`config.mk`:
```
export PLATFORM = sky130hd
export DESIGN_NAME = pmc_top
export DESIGN_NICKNAME = d
export VERILOG_FILES = /design/src/pmc_pkg.sv /design/src/pmc_wr_if.sv /design/src/pmc_top.sv /design/src/pmc_axil_wr.sv
export SDC_FILE = /design/constraint.sdc
export NUM_CORES = 1
export LEC_CHECK = 0
export ABC_AREA = 1
export BUFFER_PORTS_ARGS = -buffer_cell sky130_fd_sc_hd__buf_2
export CORE_MARGIN = 5
export CORE_UTILIZATION = 44
export CTS_CLUSTER_DIAMETER = 120
export CTS_CLUSTER_SIZE = 25
export DETAILED_ROUTE_END_ITERATION = 12
export PLACE_DENSITY = 0.76
export SYNTH_ARGS = -nofsm -noshare
export SYNTH_HDL_FRONTEND = slang
export SYNTH_SLANG_ARGS = --single-unit
```
`constraint.sdc`:
```
create_clock -name aclk -period 1.32 [get_ports aclk]
set_input_delay 0.066 -clock aclk [delete_from_list [all_inputs] [get_ports aclk]]
set_output_delay 0.066 -clock aclk [all_outputs]
set_load 0.005 [all_outputs]
```
`src/pmc_pkg.sv`:
```
// package for the port power-management capability and control/status block
// Function
// - capability bit 26 reads zero; second low-power state unsupported.
// - wake-support mask bits 31:27 reset 0b11001, writable only when unlocked.
// - mask writes change readback only; wake generation follows reset value.
// - no wake messages forwarded while in cold D3.
// - power state bits 1:0 read/write; 0 is D0, 3 is hot D3, 1/2 reserved.
// - keep-context bit 3 resets to one, context kept on hot D3 to D0.
// - wake-enable bit 8 is sticky, resets zero, enables wake messages.
// - hot reset leaves wake-enable unchanged.
// - sticky wake-status bit 15 sets on own wake event, cleared by writing one.
// - wake-status not set when only propagating a foreign wake message.
// - on the upstream port wake-status always stays zero.
// - data-select, data-scale and data fields read zero.
// - bus power state support bit 22 and clock control bit 23 read zero.
package pmc_pkg;
   localparam logic [11:0] PMC_CAP_OFS = 12'h0C0;
   localparam logic [11:0] PMC_CSR_OFS = 12'h0C4;
   localparam logic [11:0] PMC_LOCK_OFS = 12'h0E0;
   localparam logic [11:0] PMC_IRQ_STAT_OFS = 12'h0E4;
   localparam logic [11:0] PMC_IRQ_MASK_OFS = 12'h0E8;
   localparam int PMC_D2_BIT = 26;
   localparam int PMC_MASK_LSB = 27;
   localparam int PMC_MASK_MSB = 31;
   localparam logic [4:0] PMC_MASK_RST = 5'h19;
   localparam int PMC_PS_LSB = 0;
   localparam int PMC_PS_MSB = 1;
   localparam int PMC_KEEP_BIT = 3;
   localparam logic PMC_KEEP_RST = 1'b1;
   localparam int PMC_WEN_BIT = 8;
   localparam int PMC_WST_BIT = 15;
   localparam logic [1:0] PMC_PS_D0 = 2'h0;
   localparam logic [1:0] PMC_PS_D3HOT = 2'h3;
   localparam logic [31:0] PMC_CAP_LOW = 32'h00030001;
   localparam logic [1:0] PMC_RESP_OK = 2'h0;
   localparam logic [1:0] PMC_RESP_SLVERR = 2'h2;
   // interrupt status bits: wake status set, power state changed
   localparam int PMC_IRQ_WAKE = 0;
   localparam int PMC_IRQ_PSCHG = 1;
   localparam int PMC_IRQ_N = 2;
endpackage : pmc_pkg

```
`src/pmc_wr_if.sv`:
```
// interface carrying a decoded register write between bus slave and core
interface pmc_wr_if;
   logic wr;
   logic [11:0] addr;
   logic [31:0] data;
   logic [3:0] strb;
   modport slave(output wr, output addr, output data, output strb);
   modport core(input wr, input addr, input data, input strb);
endinterface : pmc_wr_if

```
`src/pmc_top.sv`:
```
// port power-management capability and control/status register bank
//
// Register access over AXI4-Lite is this design's own decision.
module pmc_top #(
   parameter bit IS_UPSTREAM = 1'b0
) (
   input wire logic aclk,
   input wire logic aresetn,
   input wire logic ce,
   input wire logic hot_reset,
   input wire logic own_wake_event,
   input wire logic fwd_wake_event,
   input wire logic in_d3_cold,
   input wire logic [11:0] s_awaddr,
   input wire logic s_awvalid,
   output logic s_awready,
   input wire logic [31:0] s_wdata,
   input wire logic [3:0] s_wstrb,
   input wire logic s_wvalid,
   output logic s_wready,
   output logic [1:0] s_bresp,
   output logic s_bvalid,
   input wire logic s_bready,
   input wire logic [11:0] s_araddr,
   input wire logic s_arvalid,
   output logic s_arready,
   output logic [31:0] s_rdata,
   output logic [1:0] s_rresp,
   output logic s_rvalid,
   input wire logic s_rready,
   output logic wake_msg_req,
   output logic [1:0] power_state_field,
   output logic keep_context_on_wake,
   output logic irq
);
   pmc_wr_if wbus();

   logic [4:0] mask_r, mask_nxt;
   logic [1:0] ps_r, ps_nxt;
   logic keep_r, keep_nxt;
   logic wen_r, wen_nxt;
   logic wst_r, wst_nxt;
   logic unlock_r, unlock_nxt;
   logic [pmc_pkg::PMC_IRQ_N-1:0] ist_r, ist_nxt, imask_r, imask_nxt;
   logic own_s1_r, own_s2_r, own_s3_r;
   logic fwd_s1_r, fwd_s2_r;
   logic cold_s1_r, cold_s2_r;
   logic hot_s1_r, hot_s2_r;
   logic own_pulse;
   logic wake_r, wake_nxt;
   logic ar_r, ar_nxt;
   logic [31:0] rd_r, rd_nxt;
   logic [1:0] rresp_r, rresp_nxt;
   logic [1:0] bresp_r, bresp_nxt;
   logic [31:0] cap_val, csr_val, wd;
   logic w_cap, w_csr, w_lock, w_ist, w_imask;

   // write channel front end
   pmc_axil_wr u_wr (
      .aclk(aclk),
      .aresetn(aresetn),
      .ce(ce),
      .s_awaddr(s_awaddr),
      .s_awvalid(s_awvalid),
      .s_awready(s_awready),
      .s_wdata(s_wdata),
      .s_wstrb(s_wstrb),
      .s_wvalid(s_wvalid),
      .s_wready(s_wready),
      .s_bvalid(s_bvalid),
      .s_bready(s_bready),
      .wr_o(wbus)
   );

   // pin inputs pass two flops before use; stage three only for the edge
   always_ff @(posedge aclk) begin
      if (!aresetn) begin
         own_s1_r <= 1'b0;
         own_s2_r <= 1'b0;
         own_s3_r <= 1'b0;
         fwd_s1_r <= 1'b0;
         fwd_s2_r <= 1'b0;
         cold_s1_r <= 1'b0;
         cold_s2_r <= 1'b0;
         hot_s1_r <= 1'b0;
         hot_s2_r <= 1'b0;
      end else if (ce) begin
         own_s1_r <= own_wake_event;
         own_s2_r <= own_s1_r;
         own_s3_r <= own_s2_r;
         fwd_s1_r <= fwd_wake_event;
         fwd_s2_r <= fwd_s1_r;
         cold_s1_r <= in_d3_cold;
         cold_s2_r <= cold_s1_r;
         hot_s1_r <= hot_reset;
         hot_s2_r <= hot_s1_r;
      end
   end

   // rising edge of the port's own wake event; none on the upstream port
   assign own_pulse = own_s2_r & ~own_s3_r & ~IS_UPSTREAM;

   // byte-lane merge of the write data; lanes with strobe low keep zero
   always_comb begin
      wd = 32'h00000000;
      for (int i = 0; i < 4; i++) begin
         if (wbus.strb[i]) begin
            wd[i*8 +: 8] = wbus.data[i*8 +: 8];
         end
      end
   end

   assign w_cap = wbus.wr && wbus.addr == pmc_pkg::PMC_CAP_OFS;
   assign w_csr = wbus.wr && wbus.addr == pmc_pkg::PMC_CSR_OFS;
   assign w_lock = wbus.wr && wbus.addr == pmc_pkg::PMC_LOCK_OFS;
   assign w_ist = wbus.wr && wbus.addr == pmc_pkg::PMC_IRQ_STAT_OFS;
   assign w_imask = wbus.wr && wbus.addr == pmc_pkg::PMC_IRQ_MASK_OFS;

   // register next values; unlisted bits have no storage and read zero
   always_comb begin
      mask_nxt = mask_r;
      ps_nxt = ps_r;
      keep_nxt = keep_r;
      wen_nxt = wen_r;
      wst_nxt = wst_r;
      unlock_nxt = unlock_r;
      ist_nxt = ist_r;
      imask_nxt = imask_r;
      if (w_lock && wbus.strb[0]) begin
         unlock_nxt = wbus.data[0];
      end
      // lockable fields take writes only while the write path is open
      if (w_cap && unlock_r && wbus.strb[3]) begin
         mask_nxt = wd[pmc_pkg::PMC_MASK_MSB:pmc_pkg::PMC_MASK_LSB];
      end
      if (w_csr && wbus.strb[0]) begin
         ps_nxt = wd[pmc_pkg::PMC_PS_MSB:pmc_pkg::PMC_PS_LSB];
         if (unlock_r) begin
            keep_nxt = wd[pmc_pkg::PMC_KEEP_BIT];
         end
      end
      if (w_csr && wbus.strb[1]) begin
         wen_nxt = wd[pmc_pkg::PMC_WEN_BIT];
         if (wd[pmc_pkg::PMC_WST_BIT]) begin
            wst_nxt = 1'b0;
         end
      end
      // own event wins over a same-cycle clear; forwarded ones never set
      if (own_pulse) begin
         wst_nxt = 1'b1;
      end
      if (w_ist && wbus.strb[0]) begin
         ist_nxt = ist_r & ~wbus.data[pmc_pkg::PMC_IRQ_N-1:0];
      end
      if (w_imask && wbus.strb[0]) begin
         imask_nxt = wbus.data[pmc_pkg::PMC_IRQ_N-1:0];
      end
      if (own_pulse) begin
         ist_nxt[pmc_pkg::PMC_IRQ_WAKE] = 1'b1;
      end
      if (w_csr && wbus.strb[0] && ps_nxt != ps_r) begin
         ist_nxt[pmc_pkg::PMC_IRQ_PSCHG] = 1'b1;
      end
      // hot reset resets power state, keep-context, mask and unlock; sticky wake bits and irq bits survive it
      if (hot_s2_r) begin
         ps_nxt = pmc_pkg::PMC_PS_D0;
         keep_nxt = pmc_pkg::PMC_KEEP_RST;
         mask_nxt = pmc_pkg::PMC_MASK_RST;
         unlock_nxt = 1'b0; // wen_r untouched
      end
   end

   // register state; of the two resets only aresetn clears the sticky bits
   always_ff @(posedge aclk) begin
      if (!aresetn) begin
         mask_r <= pmc_pkg::PMC_MASK_RST;
         ps_r <= pmc_pkg::PMC_PS_D0;
         keep_r <= pmc_pkg::PMC_KEEP_RST;
         wen_r <= 1'b0;
         wst_r <= 1'b0;
         unlock_r <= 1'b0;
         ist_r <= '0;
         imask_r <= '0;
      end else if (ce) begin
         mask_r <= mask_nxt;
         ps_r <= ps_nxt;
         keep_r <= keep_nxt;
         wen_r <= wen_nxt;
         wst_r <= wst_nxt;
         unlock_r <= unlock_nxt;
         ist_r <= ist_nxt;
         imask_r <= imask_nxt;
      end
   end

   // wake messages follow the fixed reset mask, never the readback copy
   always_comb begin
      wake_nxt = 1'b0;
      if ((own_pulse || fwd_s2_r) && wen_r && !cold_s2_r) begin
         wake_nxt = 1'b1;
      end
      if (ps_r == pmc_pkg::PMC_PS_D0 && !pmc_pkg::PMC_MASK_RST[0]) begin
         wake_nxt = 1'b0;
      end
      if (ps_r == pmc_pkg::PMC_PS_D3HOT && !pmc_pkg::PMC_MASK_RST[3]) begin
         wake_nxt = 1'b0;
      end
   end

   // wake request register
   always_ff @(posedge aclk) begin
      if (!aresetn) begin
         wake_r <= 1'b0;
      end else if (ce) begin
         wake_r <= wake_nxt;
      end
   end

   // readback images; reserved and absent fields are constant zero
   always_comb begin
      cap_val = pmc_pkg::PMC_CAP_LOW;
      cap_val[pmc_pkg::PMC_D2_BIT] = 1'b0;
      cap_val[pmc_pkg::PMC_MASK_MSB:pmc_pkg::PMC_MASK_LSB] = mask_r;
      csr_val = 32'h00000000;
      csr_val[pmc_pkg::PMC_PS_MSB:pmc_pkg::PMC_PS_LSB] = ps_r;
      csr_val[pmc_pkg::PMC_KEEP_BIT] = keep_r;
      csr_val[pmc_pkg::PMC_WEN_BIT] = wen_r;
      csr_val[pmc_pkg::PMC_WST_BIT] = wst_r;
   end

   // read channel: one read at a time, answer one cycle after address
   assign s_arready = ~ar_r;
   always_comb begin
      ar_nxt = ar_r;
      rd_nxt = rd_r;
      rresp_nxt = rresp_r;
      if (ar_r && s_rready) begin
         ar_nxt = 1'b0;
      end
      if (s_arvalid && !ar_r) begin
         ar_nxt = 1'b1;
         rresp_nxt = pmc_pkg::PMC_RESP_OK;
         unique case (s_araddr)
            pmc_pkg::PMC_CAP_OFS: rd_nxt = cap_val;
            pmc_pkg::PMC_CSR_OFS: rd_nxt = csr_val;
            pmc_pkg::PMC_LOCK_OFS: rd_nxt = {31'h0, unlock_r};
            pmc_pkg::PMC_IRQ_STAT_OFS: rd_nxt = {30'h0, ist_r};
            pmc_pkg::PMC_IRQ_MASK_OFS: rd_nxt = {30'h0, imask_r};
            default: begin
               rd_nxt = 32'h00000000;
               rresp_nxt = pmc_pkg::PMC_RESP_SLVERR;
            end
         endcase
      end
   end

   // write response code decided when the write fires
   always_comb begin
      bresp_nxt = bresp_r;
      if (wbus.wr) begin
         bresp_nxt = (w_cap || w_csr || w_lock || w_ist || w_imask) ?
            pmc_pkg::PMC_RESP_OK : pmc_pkg::PMC_RESP_SLVERR;
      end
   end

   // bus response registers
   always_ff @(posedge aclk) begin
      if (!aresetn) begin
         ar_r <= 1'b0;
         rd_r <= 32'h00000000;
         rresp_r <= pmc_pkg::PMC_RESP_OK;
         bresp_r <= pmc_pkg::PMC_RESP_OK;
      end else if (ce) begin
         ar_r <= ar_nxt;
         rd_r <= rd_nxt;
         rresp_r <= rresp_nxt;
         bresp_r <= bresp_nxt;
      end
   end

   assign s_rvalid = ar_r;
   assign s_rdata = rd_r;
   assign s_rresp = rresp_r;
   assign s_bresp = bresp_r;
   assign wake_msg_req = wake_r;
   assign power_state_field = ps_r;
   assign keep_context_on_wake = keep_r;
   assign irq = |(ist_r & imask_r);
endmodule : pmc_top

```
`src/pmc_axil_wr.sv`:
```
// axi4-lite write channel front end producing one write pulse
module pmc_axil_wr (
   input wire logic aclk,
   input wire logic aresetn,
   input wire logic ce,
   input wire logic [11:0] s_awaddr,
   input wire logic s_awvalid,
   output logic s_awready,
   input wire logic [31:0] s_wdata,
   input wire logic [3:0] s_wstrb,
   input wire logic s_wvalid,
   output logic s_wready,
   output logic s_bvalid,
   input wire logic s_bready,
   pmc_wr_if.slave wr_o
);
   logic aw_r, aw_nxt, w_r, w_nxt, b_r, b_nxt;
   logic [11:0] a_r, a_nxt;
   logic [31:0] d_r, d_nxt;
   logic [3:0] s_r, s_nxt;
   logic go;

   // address and data latch independently; response after both are held
   assign s_awready = ~aw_r & ~b_r;
   assign s_wready = ~w_r & ~b_r;
   assign s_bvalid = b_r;
   assign go = aw_r & w_r & ~b_r;
   assign wr_o.wr = go & ce;
   assign wr_o.addr = a_r;
   assign wr_o.data = d_r;
   assign wr_o.strb = s_r;

   // next-state for the write channel
   always_comb begin
      aw_nxt = aw_r;
      w_nxt = w_r;
      b_nxt = b_r;
      a_nxt = a_r;
      d_nxt = d_r;
      s_nxt = s_r;
      if (s_awvalid && s_awready) begin
         aw_nxt = 1'b1;
         a_nxt = s_awaddr;
      end
      if (s_wvalid && s_wready) begin
         w_nxt = 1'b1;
         d_nxt = s_wdata;
         s_nxt = s_wstrb;
      end
      if (go) begin
         aw_nxt = 1'b0;
         w_nxt = 1'b0;
         b_nxt = 1'b1;
      end
      if (b_r && s_bready) begin
         b_nxt = 1'b0;
      end
   end

   // registers frozen while ce is low
   always_ff @(posedge aclk) begin
      if (!aresetn) begin
         aw_r <= 1'b0;
         w_r <= 1'b0;
         b_r <= 1'b0;
         a_r <= 12'h000;
         d_r <= 32'h00000000;
         s_r <= 4'h0;
      end else if (ce) begin
         aw_r <= aw_nxt;
         w_r <= w_nxt;
         b_r <= b_nxt;
         a_r <= a_nxt;
         d_r <= d_nxt;
         s_r <= s_nxt;
      end
   end
endmodule : pmc_axil_wr

```
; ---- Word-level counts from Yosys, hierarchy flattened
; Index checks and enable logic that the tools add are counted.
[classes]
mux = 30
n_reduce_logical = 57
bitwise_logic = 14
eq_ne = 11
[op_table]
columns = operator, count
row1 = $pmux W32 S5, 1
row2 = $eq A12 B8 Y1 const B, 10
row3 = $reduce_and A2 Y1, 14
row4 = $reduce_bool A2 Y1, 12
row5 = $logic_and A1 B1 Y1, 20
row6 = $mux W1, 19
row7 = $mux W8, 2
row8 = $mux W2, 5
row9 = $mux W5, 2
row10 = $and A1 B1 Y1, 6
row11 = $reduce_and A3 Y1, 2
row12 = $logic_or A1 B1 Y1, 5
row13 = $not A1 Y1, 5
row14 = $reduce_or A5 Y1, 1
row15 = $and A2 B2 Y2, 2
row16 = $mux W4, 1
row17 = $logic_not A1 Y1, 2
row18 = $ne A2 B2 Y1, 1
row19 = $not A2 Y2, 1
row20 = $reduce_or A2 Y1, 1
[totals]
word_cells = 141
ff_bits = 113
output_inout_bits = 46

; ---- Logic depth before layout (Yosys ltp)
[depth]
word_depth = 10
ltp_mapped = 10
ltp_nobuf = 10

; ---- Modules after synthesis
; Synthesis repeated with hierarchy kept, for this count alone.
[hier_totals]
hier_cells = 669
area_unflattened_um2 = 4520.6
[modules_own_cells]
columns = module, instances, cells_each, seq_area_each_um2, area_each_um2
row1 = pmc_axil_wr, 1, 337, 1021.0, 2287.2
row2 = pmc_top, 1, 332, 780.7, 2233.4

; ---- Worst setup path after synthesis
; OpenSTA, ideal clock, no wires.
[synth_path]
path_kind = register -> register
startpoint = register u_wr.b_r (netlist: u_wr.s_bvalid)
endpoint = register mask_r[0]
stages_incl_launch_ff = 9
period_less_slack_ns = 1.247
slack_ns = 0.073
arrival_time_ns = 1.114
setup_ns = 0.133
cell_sequence = dfxtp_1 nor2_4 nand2_4 nor2_4 nand2_2 o21bai_4 nand2_2 nand2_1 nand3_1
[synth_via]
elab_chain_cells = 8
[synth_lines]
columns = element, line_no
row1 = from (decl), pmc_axil_wr.sv:17  ; logic aw_r, aw_nxt, w_r, w_nxt, b_r, b_nxt;
row2 = from (signal assigned), pmc_axil_wr.sv:72  ; b_r <= b_nxt;
row3 = $not A1 Y1, pmc_axil_wr.sv:27  ; assign go = aw_r & w_r & ~b_r;
row4 = $and A1 B1 Y1, pmc_axil_wr.sv:27
row5 = $and A1 B1 Y1, pmc_axil_wr.sv:28  ; assign wr_o.wr = go & ce;
row6 = $logic_and A1 B1 Y1, pmc_top.sv:113  ; assign w_cap = wbus.wr && wbus.addr == pmc_pkg::PMC_CAP_OFS;
row7 = $logic_and A1 B1 Y1 (2 in series), pmc_top.sv:133  ; if (w_cap && unlock_r && wbus.strb[3]) begin
row8 = $reduce_bool A2 Y1 (no source line), -
row9 = $reduce_and A2 Y1 (no source line), -
row10 = to (signal assigned), pmc_top.sv:176  ; mask_r <= pmc_pkg::PMC_MASK_RST;
row11 = to (signal assigned), pmc_top.sv:185  ; mask_r <= mask_nxt;
row12 = to (decl), pmc_top.sv:38  ; logic [4:0] mask_r, mask_nxt;
; Every way passes these cells.
; A chain may end at the register's enable or synchronous reset.

; ---- Worst setup path after layout
[layout_path]
startpoint = register u_wr.a_r[10] (netlist: u_wr.wr_o.addr[10])
endpoint = register mask_r[4]
[layout_via]
elab_chain_cells = 6
[layout_lines]
columns = element, line_no
row1 = from (decl), pmc_axil_wr.sv:18  ; logic [11:0] a_r, a_nxt;
row2 = from (signal assigned), pmc_axil_wr.sv:73  ; a_r <= a_nxt;
row3 = $eq A12 B8 Y1, pmc_top.sv:113
row4 = $logic_and A1 B1 Y1, pmc_top.sv:113
row5 = $logic_and A1 B1 Y1 (2 in series), pmc_top.sv:133
row6 = $reduce_bool A2 Y1 (no source line), -
row7 = $reduce_and A2 Y1 (no source line), -
; Every way passes these cells.

==> impl_summary.md <==
Outcome
The flow ran to the end, but the final reports show violations. The final reports fail on hold timing, setup timing.

Yosys
After synthesis, the largest family of logic cells by area is simple AND/OR/NAND/NOR gates. The post-synthesis mux area share is 0. The adder and majority gate portion of the synthesized area is 0. The xor and xnor fraction of the mapped netlist area is 0.00564. The compound-gate portion of the synthesized area was 0.144. A synthesized cell averages just over 7 µm². The share of the Yosys chip area taken by registers is 0.432.

In the post-synthesis netlist, the biggest area contributors are sky130_fd_sc_hd__dfxtp_1 (43%), sky130_fd_sc_hd__nor2_1 (10%), sky130_fd_sc_hd__o21ai_0 (7.7%), sky130_fd_sc_hd__nand2_1 (7.3%), sky130_fd_sc_hd__buf_4 (6.3%). The top cell type by total area after synthesis is sky130_fd_sc_hd__dfxtp_1. In this run, synthesis produced a sequential element count of 67. In this run the cell area of the synthesized design comes to a little over 3000 µm².

The count of cell types in the netlist is 30. After technology mapping, the gate count stands at around 430. Of the post-synthesis cell area, the dominant cell type holds 0.432. Of the total synthesized cell area, the portion taken by AND, OR, NAND and NOR gates is 0.297. The number of warning messages in the yosys log is 0.

Worst setup path
The worst endpoint data arrival time is 1.58 ns. In this design, the critical path's most frequently occurring cell is sky130_fd_sc_hd__nand2_2. The worst setup path is captured at a flop. The biggest fanout along the worst timing path is 8. For the worst setup path, the data required time is 1.55 ns. The slack of the worst reg-to-reg path is -0.03 ns. On the worst path, the slowest cell contributes a delay of 0.33 ns. The critical path class is reg -> reg.

The startpoint type of the worst setup path is a flop. Walking the worst path, the cells encountered are nor2_2 -> nand2_2 -> nor2_4 -> nand2_2 -> o21bai_4 -> nand2_2 -> nand2_1 -> nand3_1. For this design, the slowest cell found on the critical path is sky130_fd_sc_hd__dfxtp_2.

Die
The count of boundary I/O pins is 118. After floorplanning, the core was divided into 30 placement rows. The die is 94.0 µm tall. The area of the placeable core is 6830 µm². For this configuration, the core starts out at a cell density of 0.455. The overall die area is 8840 µm².

The die is 94.0 µm wide.

STA
Setup repair after global routing could not meet its margin everywhere. The clock arrives with ~0.0092 ns of skew. The final worst hold slack is -0.0126 ns. Adding up every negative setup slack in the final design gives -0.112 ns. The final critical-path share of the clock period is 1.02. The max-slew violation count is 0.

The final count of hold timing violations is 1. The count of final setup violators is 6. For this run, the top clock speed supported by timing is 739 MHz.

Counting I/O delays and the setup requirement, the final critical path takes approximately 1.4 ns. Across all setup checks in the final design, the least slack found is -0.0326 ns.

Clock network
The clock net in this run drives a total of 67 sinks. The clock-pin transition on the worst setup and hold timing paths is ~0.080 ns. The maximum buffer depth of the clock tree is 2. The clock latency on the worst-skew pair is 0.34 ns. In this run, CTS created clock tree buffers numbering 9. The clock root buffer is sky130_fd_sc_hd__clkbuf_8. The count of H-tree levels built during CTS is 3. The TritonCTS clock tree is built.

Global route
The number of global-route vias before repair is between 2,000 and 3,000. Across every metal layer, demand over resource in global routing totals 0.184. The pin count of the biggest net entering global routing is 32. The number of antenna violations at the first check in global routing is 0. The first global-routing pass estimated 13,000 µm of wire.

The overall overflow remaining after global route is 0.

Flow run
Max-cap violations in this run came to 0.

Final layout
The number of nets in the finished design is 613. Compared with the post-synthesis result, the final layout area differs by 33.1%. Counting the fill cells in the layout gives 609. The total area of multi-input combinational cells is 1530 µm². The number of antenna diodes in the final layout is 0. The finished layout holds 642 standard cells, fillers aside.

In the final layout, the share of cells above drive strength 1 is 0.277. In the final layout, flip-flops and latches occupy roughly 1400 µm².

Power and ir drop
Dividing total power by cell area gives a power density of 1190 nW/µm². Summing internal, switching and leakage power gives 0.00491 W. The leakage dissipation is ~1.9 nW. The worst-case IR drop observed on VDD is about 870 µV.

Placement
The number of placed instances, taps included, is 597. The count of buffers added on input and output ports is 72. Summed over all nets, the half-perimeter wirelength after detailed placement is 5650 µm.

The global placement routability congestion is 0.886.

Detailed routing
The violation count after the first detailed-route iteration is 147. The total wire length is 7960 µm. In the routed design, unresolved DRC markers number 0. The number of iterations in the first detailed-routing pass is 4. The vias after detailed routing is ~3,100.

The average vias per placed instance is 4.81. The count of nets left with antenna violations once routing finished came out at 0. The average wire per standard cell is ~12 µm.

Min path
The worst hold path belongs to the class in -> reg.
==> repair_timing <==
action | CTS | global route
resized for setup | 8 | 28
setup buffers | 2 | 3
hold buffers | 24 | 0
endpoints found under the setup margin | 10 | 31
pin swaps | 4 | 12
endpoints found under the hold margin | 24 | 0
==> per-stage QoR <==
stage          area (µm²)  setup WS (ns)   util
6_report             4130        -0.0326  0.605
5_1_grt              4130         -0.120  0.605
4_1_cts              4040        -0.0300  0.592
3_5_place_dp         3530        -0.0577  0.516
3_3_place_gp         3530        -0.0180  0.516
2_1_floorplan        3180         0.0730      -
==> critical path, delay by kind of cell, from the launching register on <==
kind | cells | cell delay, ns
AOI/OAI and AO/OA | 1 | 0.21
DFF | 1 | 0.33
and+or+nand+nor | 7 | 0.70
==> cells in the mapped netlist, drive strengths merged <==
| library cell | instances |
|---|---|
| nor3 | 3 |
| a21oi | 32 |
| o21ai | 52 |
| or2 | 1 |
| buf | 31 |
| o21bai | 1 |
| inv | 31 |
| nand3 | 37 |
| clkinv | 2 |
| nand4 | 9 |
| o211ai | 1 |
| nor2 | 91 |
| and2 | 1 |
| nand2 | 63 |
| dfxtp | 67 |
| clkbuf | 8 |
| xnor2 | 2 |
| conb | 1 |
| and3 | 1 |
==> metal layers <==
metal,share of wire,vias up,global-route usage,wire length (µm)
met5,0,-,0,0
met4,0.017,0,0.0626,133
met3,0.058,16,0.0497,460
met2,0.51,80,0.328,4090
met1,0.41,1408,0.211,3280
li1,-,1585,-,-
==> kinds of logic after synthesis <==
logic type	Yosys count
DFF	67
and+or+nand+nor	206
AOI/OAI and AO/OA	86
xor gates and xnor gates	2
buffers and inverters	72
other	1
==> sequential cells by signal, summed over array words and instances (netlist names), 2 cells and up <==
register           count
imask_r                2
ist_r                  2
mask_r                 5
power_state_field      2
s_rdata               11
u_wr.wr_o.addr        12
u_wr.wr_o.data        10
u_wr.wr_o.strb         3
==> cells in the final DEF, fill, tap and decap left out, types with 10 or more instances in the layout <==
cell and n:
sky130_fd_sc_hd__nand2_1 53, sky130_fd_sc_hd__buf_4 16, sky130_fd_sc_hd__buf_2 72, sky130_fd_sc_hd__a21oi_1 31
sky130_fd_sc_hd__dlygate4sd3_1 24, sky130_fd_sc_hd__nor2_1 80, sky130_fd_sc_hd__o21ai_0 44, sky130_fd_sc_hd__nand3_1 32
sky130_fd_sc_hd__dfxtp_1 59, sky130_fd_sc_hd__conb_1 22, sky130_fd_sc_hd__clkbuf_8 10, sky130_fd_sc_hd__inv_1 25
==> final cells by class <==
type                            instances  share of cell area
Multi-Input combinational cell        316               0.371
Tap cell                               96              0.0291
Timing Repair Buffer                  114               0.182
Clock buffer                           10              0.0333
Sequential cell                        67               0.328
Inverter                               33              0.0300
Clock inverter                          6              0.0269
==> power breakdown <==
part           leakage, nW  internal [W]  total [W]  switching [W]
clock                0.123       0.00131    0.00211       0.000799
sequential           0.552       0.00213    0.00220      0.0000732
combinational         1.19      0.000267   0.000598       0.000331
total                 1.87       0.00371    0.00491        0.00120
==> path summary, 6_finish.rpt <==
path,startpoint,to,depth (start not counted)
min reg2reg,u_wr.wr_o.data[3],u_wr.wr_o.data[3],2
min,s_wdata[1],u_wr.wr_o.data[1],3
max,u_wr.wr_o.addr[10],mask_r[4],8
max reg2reg,u_wr.wr_o.addr[10],mask_r[4],8
Note: power is estimated with default switching activity, not from simulation.
